$ cat src/rtl/fes_pkg.sv
package fes_pkg;
    localparam int CLK_PERIOD_NS = 20;
    // Flash bus cycle timing
    localparam int T_ACC_NS = 90;
    localparam int RD_CYC = (T_ACC_NS + CLK_PERIOD_NS - 1) / CLK_PERIOD_NS;
    localparam int T_WP_NS = 35;
    localparam int WR_CYC = (T_WP_NS + CLK_PERIOD_NS - 1) / CLK_PERIOD_NS;
    localparam int T_REC_NS = 20;
    localparam int REC_CYC = (T_REC_NS + CLK_PERIOD_NS - 1) / CLK_PERIOD_NS;
    // Sector-load window, longest time so rounded down
    localparam int T_WIN_US = 50;
    localparam int WIN_CYC = T_WIN_US * 1000 / CLK_PERIOD_NS;
    // Device command codes
    localparam logic [7:0] CMD_RESET = 8'hF0;
    localparam logic [7:0] CMD_SETUP = 8'h80;
    localparam logic [7:0] CMD_SECTOR = 8'h30;
    // Device status bit positions
    localparam int POLL_BIT = 7;
    localparam int TOGGLE_BIT = 6;
    localparam int TIMEOUT_FLAG_BIT = 5;
    localparam int ERASE_WINDOW_BIT = 3;
    // Wishbone register byte offsets
    localparam logic [3:0] REG_CTRL = 4'h0;
    localparam logic [3:0] REG_ADDR = 4'h4;
    localparam logic [3:0] REG_STATUS = 4'h8;
    localparam logic [3:0] REG_DATA = 4'hC;
    // Operation codes written to CTRL[2:0]
    localparam logic [2:0] OP_READ = 3'h1;
    localparam logic [2:0] OP_RESET = 3'h2;
    localparam logic [2:0] OP_ERASE = 3'h3;
    localparam logic [2:0] OP_LOAD = 3'h4;
    localparam logic [2:0] OP_POLL = 3'h5;
    // STATUS bit positions
    localparam int ST_BUSY = 0;
    localparam int ST_DONE = 1;
    localparam int ST_FAIL = 2;
    localparam int ST_WIN = 3;
    localparam int ST_LATE = 4;
    localparam logic [7:0] STATUS_RESET = 8'h00;

    typedef struct packed {
        logic ce_n;
        logic oe_n;
        logic we_n;
        logic dq_oe_n;
        logic [18:0] addr;
        logic [7:0] dq;
    } fes_pins_t;

    typedef enum logic [4:0] {
        S_IDLE = 5'h01,
        S_DECIDE = 5'h02,
        S_WRITE = 5'h04,
        S_READ = 5'h08,
        S_GAP = 5'h10
    } fes_state_t;
endpackage

$ cat src/rtl/fes_host.sv
`timescale 1ns/1ps
`default_nettype none
module fes_host #(
    parameter int ADDR_W = 19,
    parameter logic [18:0] UNLOCK1_ADDR = 19'h00555,
    parameter logic [7:0] UNLOCK1_DATA = 8'hAA,
    parameter logic [18:0] UNLOCK2_ADDR = 19'h002AA,
    parameter logic [7:0] UNLOCK2_DATA = 8'h55
) (
    input wire logic clk,
    input wire logic reset,
    input wire logic wb_cyc_i,
    input wire logic wb_stb_i,
    input wire logic wb_we_i,
    input wire logic [3:0] wb_adr_i,
    input wire logic [31:0] wb_dat_i,
    input wire logic [3:0] wb_sel_i,
    output logic [31:0] wb_dat_o,
    output logic wb_ack_o,
    output var fes_pkg::fes_pins_t flash_o,
    input wire logic [7:0] flash_dq_i
);
    if (ADDR_W != 19) begin : g_chk
        $error("fes_host supports a 19-bit flash address only");
    end

    fes_pkg::fes_state_t state;
    logic [2:0] op;
    logic [2:0] step;
    logic [18:0] op_addr;
    logic [7:0] rd_data;
    logic [7:0] prev_data;
    logic prev_valid;
    logic aborting;
    logic busy;
    logic done;
    logic fail;
    logic late;
    logic win_open;
    logic [11:0] win_cnt;
    logic [3:0] cyc_cnt;
    logic is_write;
    logic wb_req;

    // Decision of the next flash cycle
    logic act_wr;
    logic act_rd;
    logic act_end;
    logic act_fail;
    logic [18:0] act_addr;
    logic [7:0] act_data;
    logic poll_ok;
    logic poll_to;

    assign wb_req = wb_cyc_i && wb_stb_i && !wb_ack_o;
    assign poll_ok = prev_valid && rd_data[fes_pkg::POLL_BIT] &&
        (rd_data[fes_pkg::TOGGLE_BIT] == prev_data[fes_pkg::TOGGLE_BIT]);
    assign poll_to = rd_data[fes_pkg::TIMEOUT_FLAG_BIT];

    always_comb begin
        act_wr = 1'b0;
        act_rd = 1'b0;
        act_end = 1'b0;
        act_fail = 1'b0;
        act_addr = op_addr;
        act_data = fes_pkg::CMD_RESET;
        case (op)
            fes_pkg::OP_READ: begin
                if (step == 3'h0) begin
                    act_rd = 1'b1;
                end else begin
                    act_end = 1'b1;
                end
            end
            fes_pkg::OP_RESET: begin
                if (step == 3'h0) begin
                    act_wr = 1'b1;
                end else begin
                    act_end = 1'b1;
                end
            end
            fes_pkg::OP_ERASE: begin
                act_wr = 1'b1;
                case (step)
                    3'h0, 3'h3: begin
                        act_addr = UNLOCK1_ADDR;
                        act_data = UNLOCK1_DATA;
                    end
                    3'h1, 3'h4: begin
                        act_addr = UNLOCK2_ADDR;
                        act_data = UNLOCK2_DATA;
                    end
                    3'h2: begin
                        act_addr = UNLOCK1_ADDR;
                        act_data = fes_pkg::CMD_SETUP;
                    end
                    3'h5: begin
                        act_data = fes_pkg::CMD_SECTOR;
                    end
                    default: begin
                        act_wr = 1'b0;
                        act_end = 1'b1;
                    end
                endcase
            end
            fes_pkg::OP_LOAD: begin
                if (step == 3'h0 && win_open) begin
                    act_wr = 1'b1;
                    act_data = fes_pkg::CMD_SECTOR;
                end else begin
                    act_end = 1'b1;
                    act_fail = (step == 3'h0);
                end
            end
            default: begin
                if (aborting) begin
                    act_end = 1'b1;
                    act_fail = 1'b1;
                end else if (step != 3'h0 && poll_ok) begin
                    act_end = 1'b1;
                end else if (step != 3'h0 && poll_to) begin
                    act_wr = 1'b1;
                end else begin
                    act_rd = 1'b1;
                end
            end
        endcase
    end

    // Flash cycle sequencer and pin drive
    always_ff @(posedge clk) begin
        if (reset) begin
            state <= fes_pkg::S_IDLE;
            flash_o <= '{ce_n: 1'b1, oe_n: 1'b1, we_n: 1'b1, dq_oe_n: 1'b1, addr: '0, dq: '0};
            cyc_cnt <= 4'h0;
            step <= 3'h0;
            is_write <= 1'b0;
            aborting <= 1'b0;
        end else begin
            case (state)
                fes_pkg::S_IDLE: begin
                    if (wb_req && wb_we_i && wb_adr_i == fes_pkg::REG_CTRL && wb_sel_i[0] &&
                        wb_dat_i[2:0] >= fes_pkg::OP_READ && wb_dat_i[2:0] <= fes_pkg::OP_POLL) begin
                        state <= fes_pkg::S_DECIDE;
                        step <= 3'h0;
                        aborting <= 1'b0;
                    end
                end
                fes_pkg::S_DECIDE: begin
                    cyc_cnt <= 4'h0;
                    flash_o.addr <= act_addr;
                    flash_o.dq <= act_data;
                    if (act_wr) begin
                        state <= fes_pkg::S_WRITE;
                        is_write <= 1'b1;
                        aborting <= (op == fes_pkg::OP_POLL);
                        flash_o.ce_n <= 1'b0;
                        flash_o.we_n <= 1'b0;
                        flash_o.dq_oe_n <= 1'b0;
                    end else if (act_rd) begin
                        state <= fes_pkg::S_READ;
                        is_write <= 1'b0;
                        flash_o.ce_n <= 1'b0;
                        flash_o.oe_n <= 1'b0;
                    end else begin
                        state <= fes_pkg::S_IDLE;
                    end
                end
                fes_pkg::S_WRITE: begin
                    cyc_cnt <= cyc_cnt + 4'h1;
                    if (cyc_cnt == 4'(fes_pkg::WR_CYC - 1)) begin
                        state <= fes_pkg::S_GAP;
                        cyc_cnt <= 4'h0;
                        flash_o.ce_n <= 1'b1;
                        flash_o.we_n <= 1'b1;
                    end
                end
                fes_pkg::S_READ: begin
                    cyc_cnt <= cyc_cnt + 4'h1;
                    if (cyc_cnt == 4'(fes_pkg::RD_CYC - 1)) begin
                        state <= fes_pkg::S_GAP;
                        cyc_cnt <= 4'h0;
                        flash_o.ce_n <= 1'b1;
                        flash_o.oe_n <= 1'b1;
                    end
                end
                default: begin
                    cyc_cnt <= cyc_cnt + 4'h1;
                    if (cyc_cnt == 4'(fes_pkg::REC_CYC - 1)) begin
                        state <= fes_pkg::S_DECIDE;
                        step <= step + 3'h1;
                        flash_o.dq_oe_n <= 1'b1;
                    end
                end
            endcase
        end
    end

    // Read data capture for status polling
    always_ff @(posedge clk) begin
        if (reset) begin
            rd_data <= 8'h00;
            prev_data <= 8'h00;
            prev_valid <= 1'b0;
        end else if (state == fes_pkg::S_IDLE) begin
            prev_valid <= 1'b0;
        end else if (state == fes_pkg::S_READ && cyc_cnt == 4'(fes_pkg::RD_CYC - 1)) begin
            rd_data <= flash_dq_i;
            prev_data <= rd_data;
            prev_valid <= (step != 3'h0);
        end
    end

    // Sector-load window timer
    always_ff @(posedge clk) begin
        if (reset) begin
            win_open <= 1'b0;
            win_cnt <= 12'h000;
        end else if (state == fes_pkg::S_WRITE && cyc_cnt == 4'(fes_pkg::WR_CYC - 1)) begin
            win_open <= (op == fes_pkg::OP_LOAD) || (op == fes_pkg::OP_ERASE && step == 3'h5);
            win_cnt <= 12'h000;
        end else if (win_open) begin
            win_cnt <= win_cnt + 12'h001;
            if (win_cnt == 12'(fes_pkg::WIN_CYC - 1)) begin
                win_open <= 1'b0;
            end
        end
    end

    // Operation status
    always_ff @(posedge clk) begin
        if (reset) begin
            op <= 3'h0;
            busy <= 1'b0;
            done <= 1'b0;
            fail <= 1'b0;
            late <= 1'b0;
        end else if (state == fes_pkg::S_IDLE) begin
            if (wb_req && wb_we_i && wb_adr_i == fes_pkg::REG_CTRL && wb_sel_i[0] &&
                wb_dat_i[2:0] >= fes_pkg::OP_READ && wb_dat_i[2:0] <= fes_pkg::OP_POLL) begin
                op <= wb_dat_i[2:0];
                busy <= 1'b1;
                done <= 1'b0;
                fail <= 1'b0;
                late <= 1'b0;
            end
        end else if (state == fes_pkg::S_DECIDE && act_end) begin
            busy <= 1'b0;
            done <= 1'b1;
            fail <= act_fail;
            late <= act_fail && (op == fes_pkg::OP_LOAD);
        end
    end

    // Wishbone slave, one-cycle answer
    always_ff @(posedge clk) begin
        if (reset) begin
            wb_ack_o <= 1'b0;
            wb_dat_o <= 32'h00000000;
            op_addr <= 19'h00000;
        end else begin
            wb_ack_o <= wb_req;
            wb_dat_o <= 32'h00000000;
            if (wb_req && wb_we_i && wb_adr_i == fes_pkg::REG_ADDR && !busy) begin
                if (wb_sel_i[0]) begin
                    op_addr[7:0] <= wb_dat_i[7:0];
                end
                if (wb_sel_i[1]) begin
                    op_addr[15:8] <= wb_dat_i[15:8];
                end
                if (wb_sel_i[2]) begin
                    op_addr[18:16] <= wb_dat_i[18:16];
                end
            end
            if (wb_req && !wb_we_i) begin
                if (wb_adr_i == fes_pkg::REG_CTRL) begin
                    wb_dat_o <= {29'h0, op};
                end else if (wb_adr_i == fes_pkg::REG_ADDR) begin
                    wb_dat_o <= {13'h0, op_addr};
                end else if (wb_adr_i == fes_pkg::REG_STATUS) begin
                    wb_dat_o <= {27'h0, late, win_open, fail, done, busy};
                end else if (wb_adr_i == fes_pkg::REG_DATA) begin
                    wb_dat_o <= {24'h0, rd_data};
                end
            end
        end
    end
endmodule
`default_nettype wire

$ cat config.mk
export PLATFORM = sky130hd
export DESIGN_NAME = fes_host
export DESIGN_NICKNAME = d
export VERILOG_FILES = /design/src/rtl/fes_pkg.sv /design/src/rtl/fes_host.sv
export SDC_FILE = /design/constraint.sdc
export NUM_CORES = 1
export LEC_CHECK = 0
export ABC_AREA = 1
export BUFFER_PORTS_ARGS = -buffer_cell sky130_fd_sc_hd__buf_2
export CORE_ASPECT_RATIO = 0.5
export CORE_MARGIN = 2
export CORE_UTILIZATION = 48
export CTS_CLUSTER_DIAMETER = 40
export DETAILED_ROUTE_END_ITERATION = 12
export GPL_TIMING_DRIVEN = 0
export PLACE_DENSITY = 0.87
export SLEW_MARGIN = 20
export SYNTH_ARGS = -nofsm -noshare
export SYNTH_HDL_FRONTEND = slang
export SYNTH_SLANG_ARGS = --single-unit
export TNS_END_PERCENT = 1
$ cat constraint.sdc
create_clock -name clk -period 1.5 [get_ports clk]
set_clock_uncertainty 0.05 [all_clocks]
set_input_delay 0.075 -clock clk [delete_from_list [all_inputs] [get_ports clk]]
set_output_delay 0.075 -clock clk [all_outputs]
set_load 0.1 [all_outputs]
== After elaboration in Yosys (flattened, before gate mapping) ==
Cells that the tools add are included.

* Bits in latches: 0
* Memories: 0
* RAM bits: 0
* Word-level logic and storage cells: 195
* Flip-flop bits (word level): 132
* ROM bits: 0
* Output and inout bits: 64
* Input port bits: 53

* Multiply operators: 0
* Shift operators: 0
* Div/mod/pow operators: 0
* $lt $le $gt $ge: 2
* Bitwise logic cells: 4
* Reduce and logical (&&, ||, !) cells: 63
* Add/subtract/negate cells: 3
* Equal/unequal tests: 28
* Muxes and demuxes: 68

{| class="wikitable"
|+ Operators by type and width
! kind !! number
|-
| $mux W19 || 2
|-
| $pmux W19 S2 || 1
|-
| $mux W1 || 34
|-
| $pmux W8 S4 || 1
|-
| $mux W5 || 5
|-
| $mux W8 || 3
|-
| $logic_and A1 B1 Y1 || 20
|-
| $pmux W5 S4 || 1
|-
| $reduce_or A3 Y1 || 6
|-
| $pmux W4 S4 || 1
|-
| $pmux W8 S2 || 1
|-
| $add A12 B1 Y12 const B || 1
|-
| $eq A12 B12 Y1 const B || 1
|-
| $eq A3 B2 Y1 const B || 4
|-
| $eq A3 B3 Y1 const B || 4
|-
| $mux W4 || 3
|-
| $pmux W1 S2 || 6
|-
| $reduce_and A2 Y1 || 6
|-
| $reduce_and A3 Y1 || 4
|-
| $reduce_and A4 Y1 || 3
|-
| $reduce_bool A2 Y1 || 6
|-
| $reduce_or A2 Y1 || 6
|-
| $mux W3 || 3
|-
| $eq A4 B3 Y1 const B || 2
|-
| other kinds (28) || 44
|}

== Logic depth before layout (Yosys ltp) ==
* Word-level depth: 9
* Gate-level depth with buffers: 11
* Gate-level depth less buffers: 11

== Worst setup path before layout ==
No wires, ideal clock.

* Kind: flip-flop to flip-flop
* From: reg wb_ack_o
* To: reg op_addr[14]
* Setup time: 0.070 ns
* Stages on the path, launching flop included: 8
* Period minus slack after synthesis: 1.849 ns
* Buffers on the path: 1
* Data arrival time: 1.729 ns
* Required time: 1.380 ns
* Path slack: -0.349 ns
* Cells stage by stage: dfxtp_1 inv_1 nand4_1 nor2_1 nand3_2 buf_2 o21ai_0 a21oi_1

* Cells in the longest elaborated chain, start to end: 6

{| class="wikitable"
|+ RTL lines
! what !! RTL line !! source
|-
| start: declaration || fes_host.sv:19 || <nowiki>output logic wb_ack_o,</nowiki>
|-
| start signal: assignment || fes_host.sv:262 || <nowiki>wb_ack_o <= wb_req;</nowiki>
|-
| $logic_not A1 Y1 || fes_host.sv:55 || <nowiki>assign wb_req = wb_cyc_i && wb_stb_i && !wb_ack_o;</nowiki>
|-
| $logic_and A1 B1 Y1 || fes_host.sv:55 ||
|-
| $logic_and A1 B1 Y1 (3 in series) || fes_host.sv:264 || <nowiki>if (wb_req && wb_we_i && wb_adr_i == fes_pkg::REG_ADDR && !busy) begin</nowiki>
|-
| $reduce_and A2 Y1 (no source line) || n/a ||
|-
| end signal: assignment || fes_host.sv:269 || <nowiki>op_addr[15:8] <= wb_dat_i[15:8];</nowiki>
|-
| end: declaration || fes_host.sv:30 || <nowiki>logic [18:0] op_addr;</nowiki>
|}

Every way passes these cells.
A chain may end at the register's enable or synchronous reset.

== Worst setup path after layout ==
* From: reg step[0]
* To: reg flash_o[22] (netlist bit)

* Cells in the longest elaborated chain, start to end: 4
* Elaborated cells on any way between the ends: 9
* Classes of those cells: 4 x eq/ne; 2 x mux; 3 x reduce/logical

{| class="wikitable"
|+ RTL lines
! what !! RTL line !! source
|-
| start: declaration || fes_host.sv:29 || <nowiki>logic [2:0] step;</nowiki>
|-
| start signal: assignment || fes_host.sv:191 || <nowiki>step <= step + 3'h1;</nowiki>
|-
| $eq A3 B2 Y1, or another cell as far along || fes_host.sv:84 || <nowiki>case (step)</nowiki>
|-
| $reduce_or A3 Y1 (no source line) or $reduce_or A2 Y1 (tied branches) || n/a ||
|-
| $pmux W19 S2 * || fes_host.sv:84 ||
|-
| $mux W19 * || fes_host.sv:67 || <nowiki>case (op)</nowiki>
|-
| end signal: assignment || fes_host.sv:134 || <nowiki>flash_o <= '{ce_n: 1'b1, oe_n: 1'b1, we_n: 1'b1, dq_oe_n: 1'b1, addr: '0, dq: '0};</nowiki>
|-
| end: declaration || fes_host.sv:20 || <nowiki>output var fes_pkg::fes_pins_t flash_o,</nowiki>
|}

Mark *: on every way between the ends. The rest lies on a longest branch, timed or not.

==> flow_summary.json <==
{
  "synth_cell_types": 41,
  "hp-class": "in2reg",
  "period_needed_ns": 1.769,
  "clock_sinks": 111,
  "required_ns": 1.73,
  "vias": 5261,
  "r2r_start": "step[0]",
  "initial_utilization_pct": 48.92,
  "tightestPinTransition_ns": 0.6518,
  "final-setup-viol-count": 45,
  "grt_max_degree": 23,
  "fin_util_pct": 65.37,
  "root_buffer": "clkbuf_16",
  "nFillCells": 707,
  "worstSetupEndpointType": "flop",
  "holdPathStages": 3,
  "drcViolationCount": 0,
  "synth_area_leaders": "dfxtp_1 (45%), nand2_1 (8.7%), a21oi_1 (7.6%)",
  "cts_tree": "yes",
  "status": "finished, violations left",
  "grt_first_pass_wirelength_mm": 22.59,
  "worstSetupPathType": "reg2reg",
  "htree_num_levels": 3,
  "p_sw_mw": 3.803,
  "yosysTopAreaCell": "dfxtp_1",
  "wirelength_mm": 15.30,
  "rsz0062_at_grt": "true",
  "wire_per_inst_um": 16.02,
  "synth_warnings": 0,
  "min_to": "op_addr[1]",
  "violations": "setup timing",
  "irDropWorstVdd_v": 0.0007412,
  "timing.final.crit_share_pct": 117.9,
  "syn_area_um2": 4965,
  "tns_ns": -5.475,
  "final_cell_mix": "nand2_1 (106), dfxtp_1 (101), buf_2 (90)",
  "dp.final_hpwl_mm": 9.199,
  "clockPowerShare_pct": 26.7,
  "cp_max_fo": 7,
  "clkTransAtPathRegs_ns": 0.09,
  "grt_usage_pct": 24.85,
  "drtIter0Drc": 673,
  "netlist_instances": 660,
  "sw_frac_of_total_pct": 41.89,
  "cts.path.max_buffers": 2,
  "mostFrequentLayoutCell": "nand2_1",
  "dp_cells": 901,
  "clk_latency_ns": 0.35,
  "rows": 26,
  "drt-met1-wl_mm": 5.940,
  "maxSlewHeadroom_pct": 56.55,
  "cts_made_buffers": 9,
  "stdcell_count": 955,
  "ys_seq_area_share_pct": 44.76,
  "intPower_mw": 5.276,
  "grt-ovfl-total": 0,
  "diodes": 0,
  "avgSynthCellArea_um2": 7.522,
  "maxCapViolations": 0,
  "synth-main-ff-cell": "dfxtp_1",
  "cp-start-kind": "flop",
  "antenna_found_initial": 0,
  "syn2layout_area_growth_pct": 33.64,
  "power_frac_seq_pct": 37.0,
  "top_layer_used": "met4",
  "post-place-ws_ns": -0.3351,
  "firstDrtPassIters": 6,
  "ant_nets": 0,
  "setup_slack_ns": -0.2689,
  "die-area_um2": 11220,
  "ios": 117,
  "routabilityCongestion": 0.9093,
  "io_buffers": 89,
  "die_y_um": 75.92,
  "dpl_cell_area_um2": 5645,
  "nNetsFinal": 873,
  "fmax_ghz": 0.5653,
  "regToRegSetupSlack_ns": -0.27,
  "hold_start": "wb_dat_i[1]",
  "hold_slack_ns": 0.004923,
  "p_per_area_nw_per_um2": 1368,
  "synthArstFlopShare_pct": 0,
  "grt_pass1_vias": 4777,
  "synth-seq-cells": 111,
  "viasPerCell": 5.509,
  "fin_area_um2": 6635,
  "power.total_mw": 9.078,
  "drive_above_1_share_pct": 30.43,
  "hold_violations": 0,
  "crit_arrival_ns": 2.00,
  "pwr-share-comb_pct": 36.3,
  "wl_met2_mm": 7.304,
  "rr_worst_depth": 9,
  "synth.top_cell.area_share_pct": 44.76,
  "coreArea_um2": 10150,
  "met3WireLength_mm": 1.449,
  "synth-edff-count": 0,
  "die_x_um": 147.8,
  "maxSlewViolCount": 0,
  "p_leak_nw": 2.913,
  "r2r-end": "flash_o[22]"
}
-- critical path: stages, from the launching register on --
cell	delay [ns]
dfxtp_4	0.41
inv_6	0.06
ha_4	0.16
o21ai_4	0.19
inv_2	0.07
o21ai_4	0.24
nand2_2	0.15
clkinv_4	0.11
nand3_1	0.09
a21oi_1	0.17
-- worst max-delay path by stage --
| stage | from | to | slack [ns] | cells after the start |
|---|---|---|---|---|
| global placement | step[1] | flash_o[20] | -0.26 | 9 |
| CTS | step[0] | flash_o[8] | -0.12 | 9 |
| floorplan | step[1] | flash_o[19] | -0.04 | 9 |
| finish | step[0] | flash_o[22] | -0.27 | 9 |
| global route | step[0] | flash_o[22] | -0.31 | 9 |
| detailed placement | step[1] | flash_o[23] | -0.34 | 9 |
-- synth_stat cells, types with 2 or more instances --
| library cell | n |
|---|---|
| inv_1 | 79 |
| nor3_1 | 6 |
| dfxtp_1 | 111 |
| nor2_2 | 4 |
| nand4_1 | 6 |
| nand2_2 | 7 |
| buf_4 | 20 |
| inv_2 | 6 |
| nor2_1 | 59 |
| clkbuf_1 | 8 |
| o221ai_1 | 2 |
| buf_2 | 5 |
| a21oi_1 | 75 |
| xor2_1 | 6 |
| nand3_1 | 40 |
| o21ai_4 | 2 |
| xnor2_1 | 3 |
| a22oi_1 | 2 |
| nand2_1 | 115 |
| buf_6 | 2 |
| nand3_4 | 2 |
| ha_1 | 10 |
| nand3_2 | 2 |
| or2_0 | 2 |
| o21ai_0 | 67 |
| nor2_4 | 4 |
-- power groups by stage --
| stage | Combinational, mW | Clock, mW | Sequential [mW] |
|---|---|---|---|
| after CTS | 2.85 | 2.42 | 3.32 |
| after global routing | 3.49 | 2.55 | 3.38 |
| after detailed placement | 2.67 | 0 | 3.36 |
| final | 3.29 | 2.43 | 3.36 |
| after floorplan | 1.43 | 0 | 4.04 |
| after global placement | 2.59 | 0 | 3.35 |
-- timing repair --
action                                  CTS  global route
gates resized for setup                  36            80
pin swaps                                 9            25
hold buffers                             26             0
endpoints found under the setup margin   86            89
endpoints found under the hold margin    26             0
setup buffers                             3             9
-- flip-flops by register name, summed over array words and instances (netlist names), 3 cells and up --
register and flops:
win_cnt 12, state 5, op_addr 19, flash_o 29, cyc_cnt 4, wb_dat_o 19
rd_data 8, step 3, op 3
-- area by class of cell --
| class | count | area, µm² | area share [%] |
|---|---|---|---|
| Buffer | 36 | 254.0 | 3.828 |
| Clock buffer | 9 | 225.2 | 3.394 |
| Clock inverter | 7 | 83.83 | 1.263 |
| Inverter | 85 | 341.6 | 5.148 |
| Multi-Input combinational cell | 440 | 2494 | 37.58 |
| Sequential cell | 111 | 2242 | 33.79 |
| Tap cell | 140 | 175.2 | 2.640 |
| Timing Repair Buffer | 127 | 819.5 | 12.35 |
-- logic make-up after synthesis --
group,Yosys count,synth area share (%)
other cells,1,0.07553
flops,111,44.76
simple gates,254,23.39
buf+inv,121,11.09
fa+ha+maj,10,2.520
xor+xnor,9,1.588
compound gates,154,16.58
-- metal layers --
layer,GRT usage [%],vias up
met5,0,-
met4,9.238,0
met3,7.349,80
met2,42.05,354
met1,30.12,2410
li1,-,2417
(Power assumes the default switching activity.)
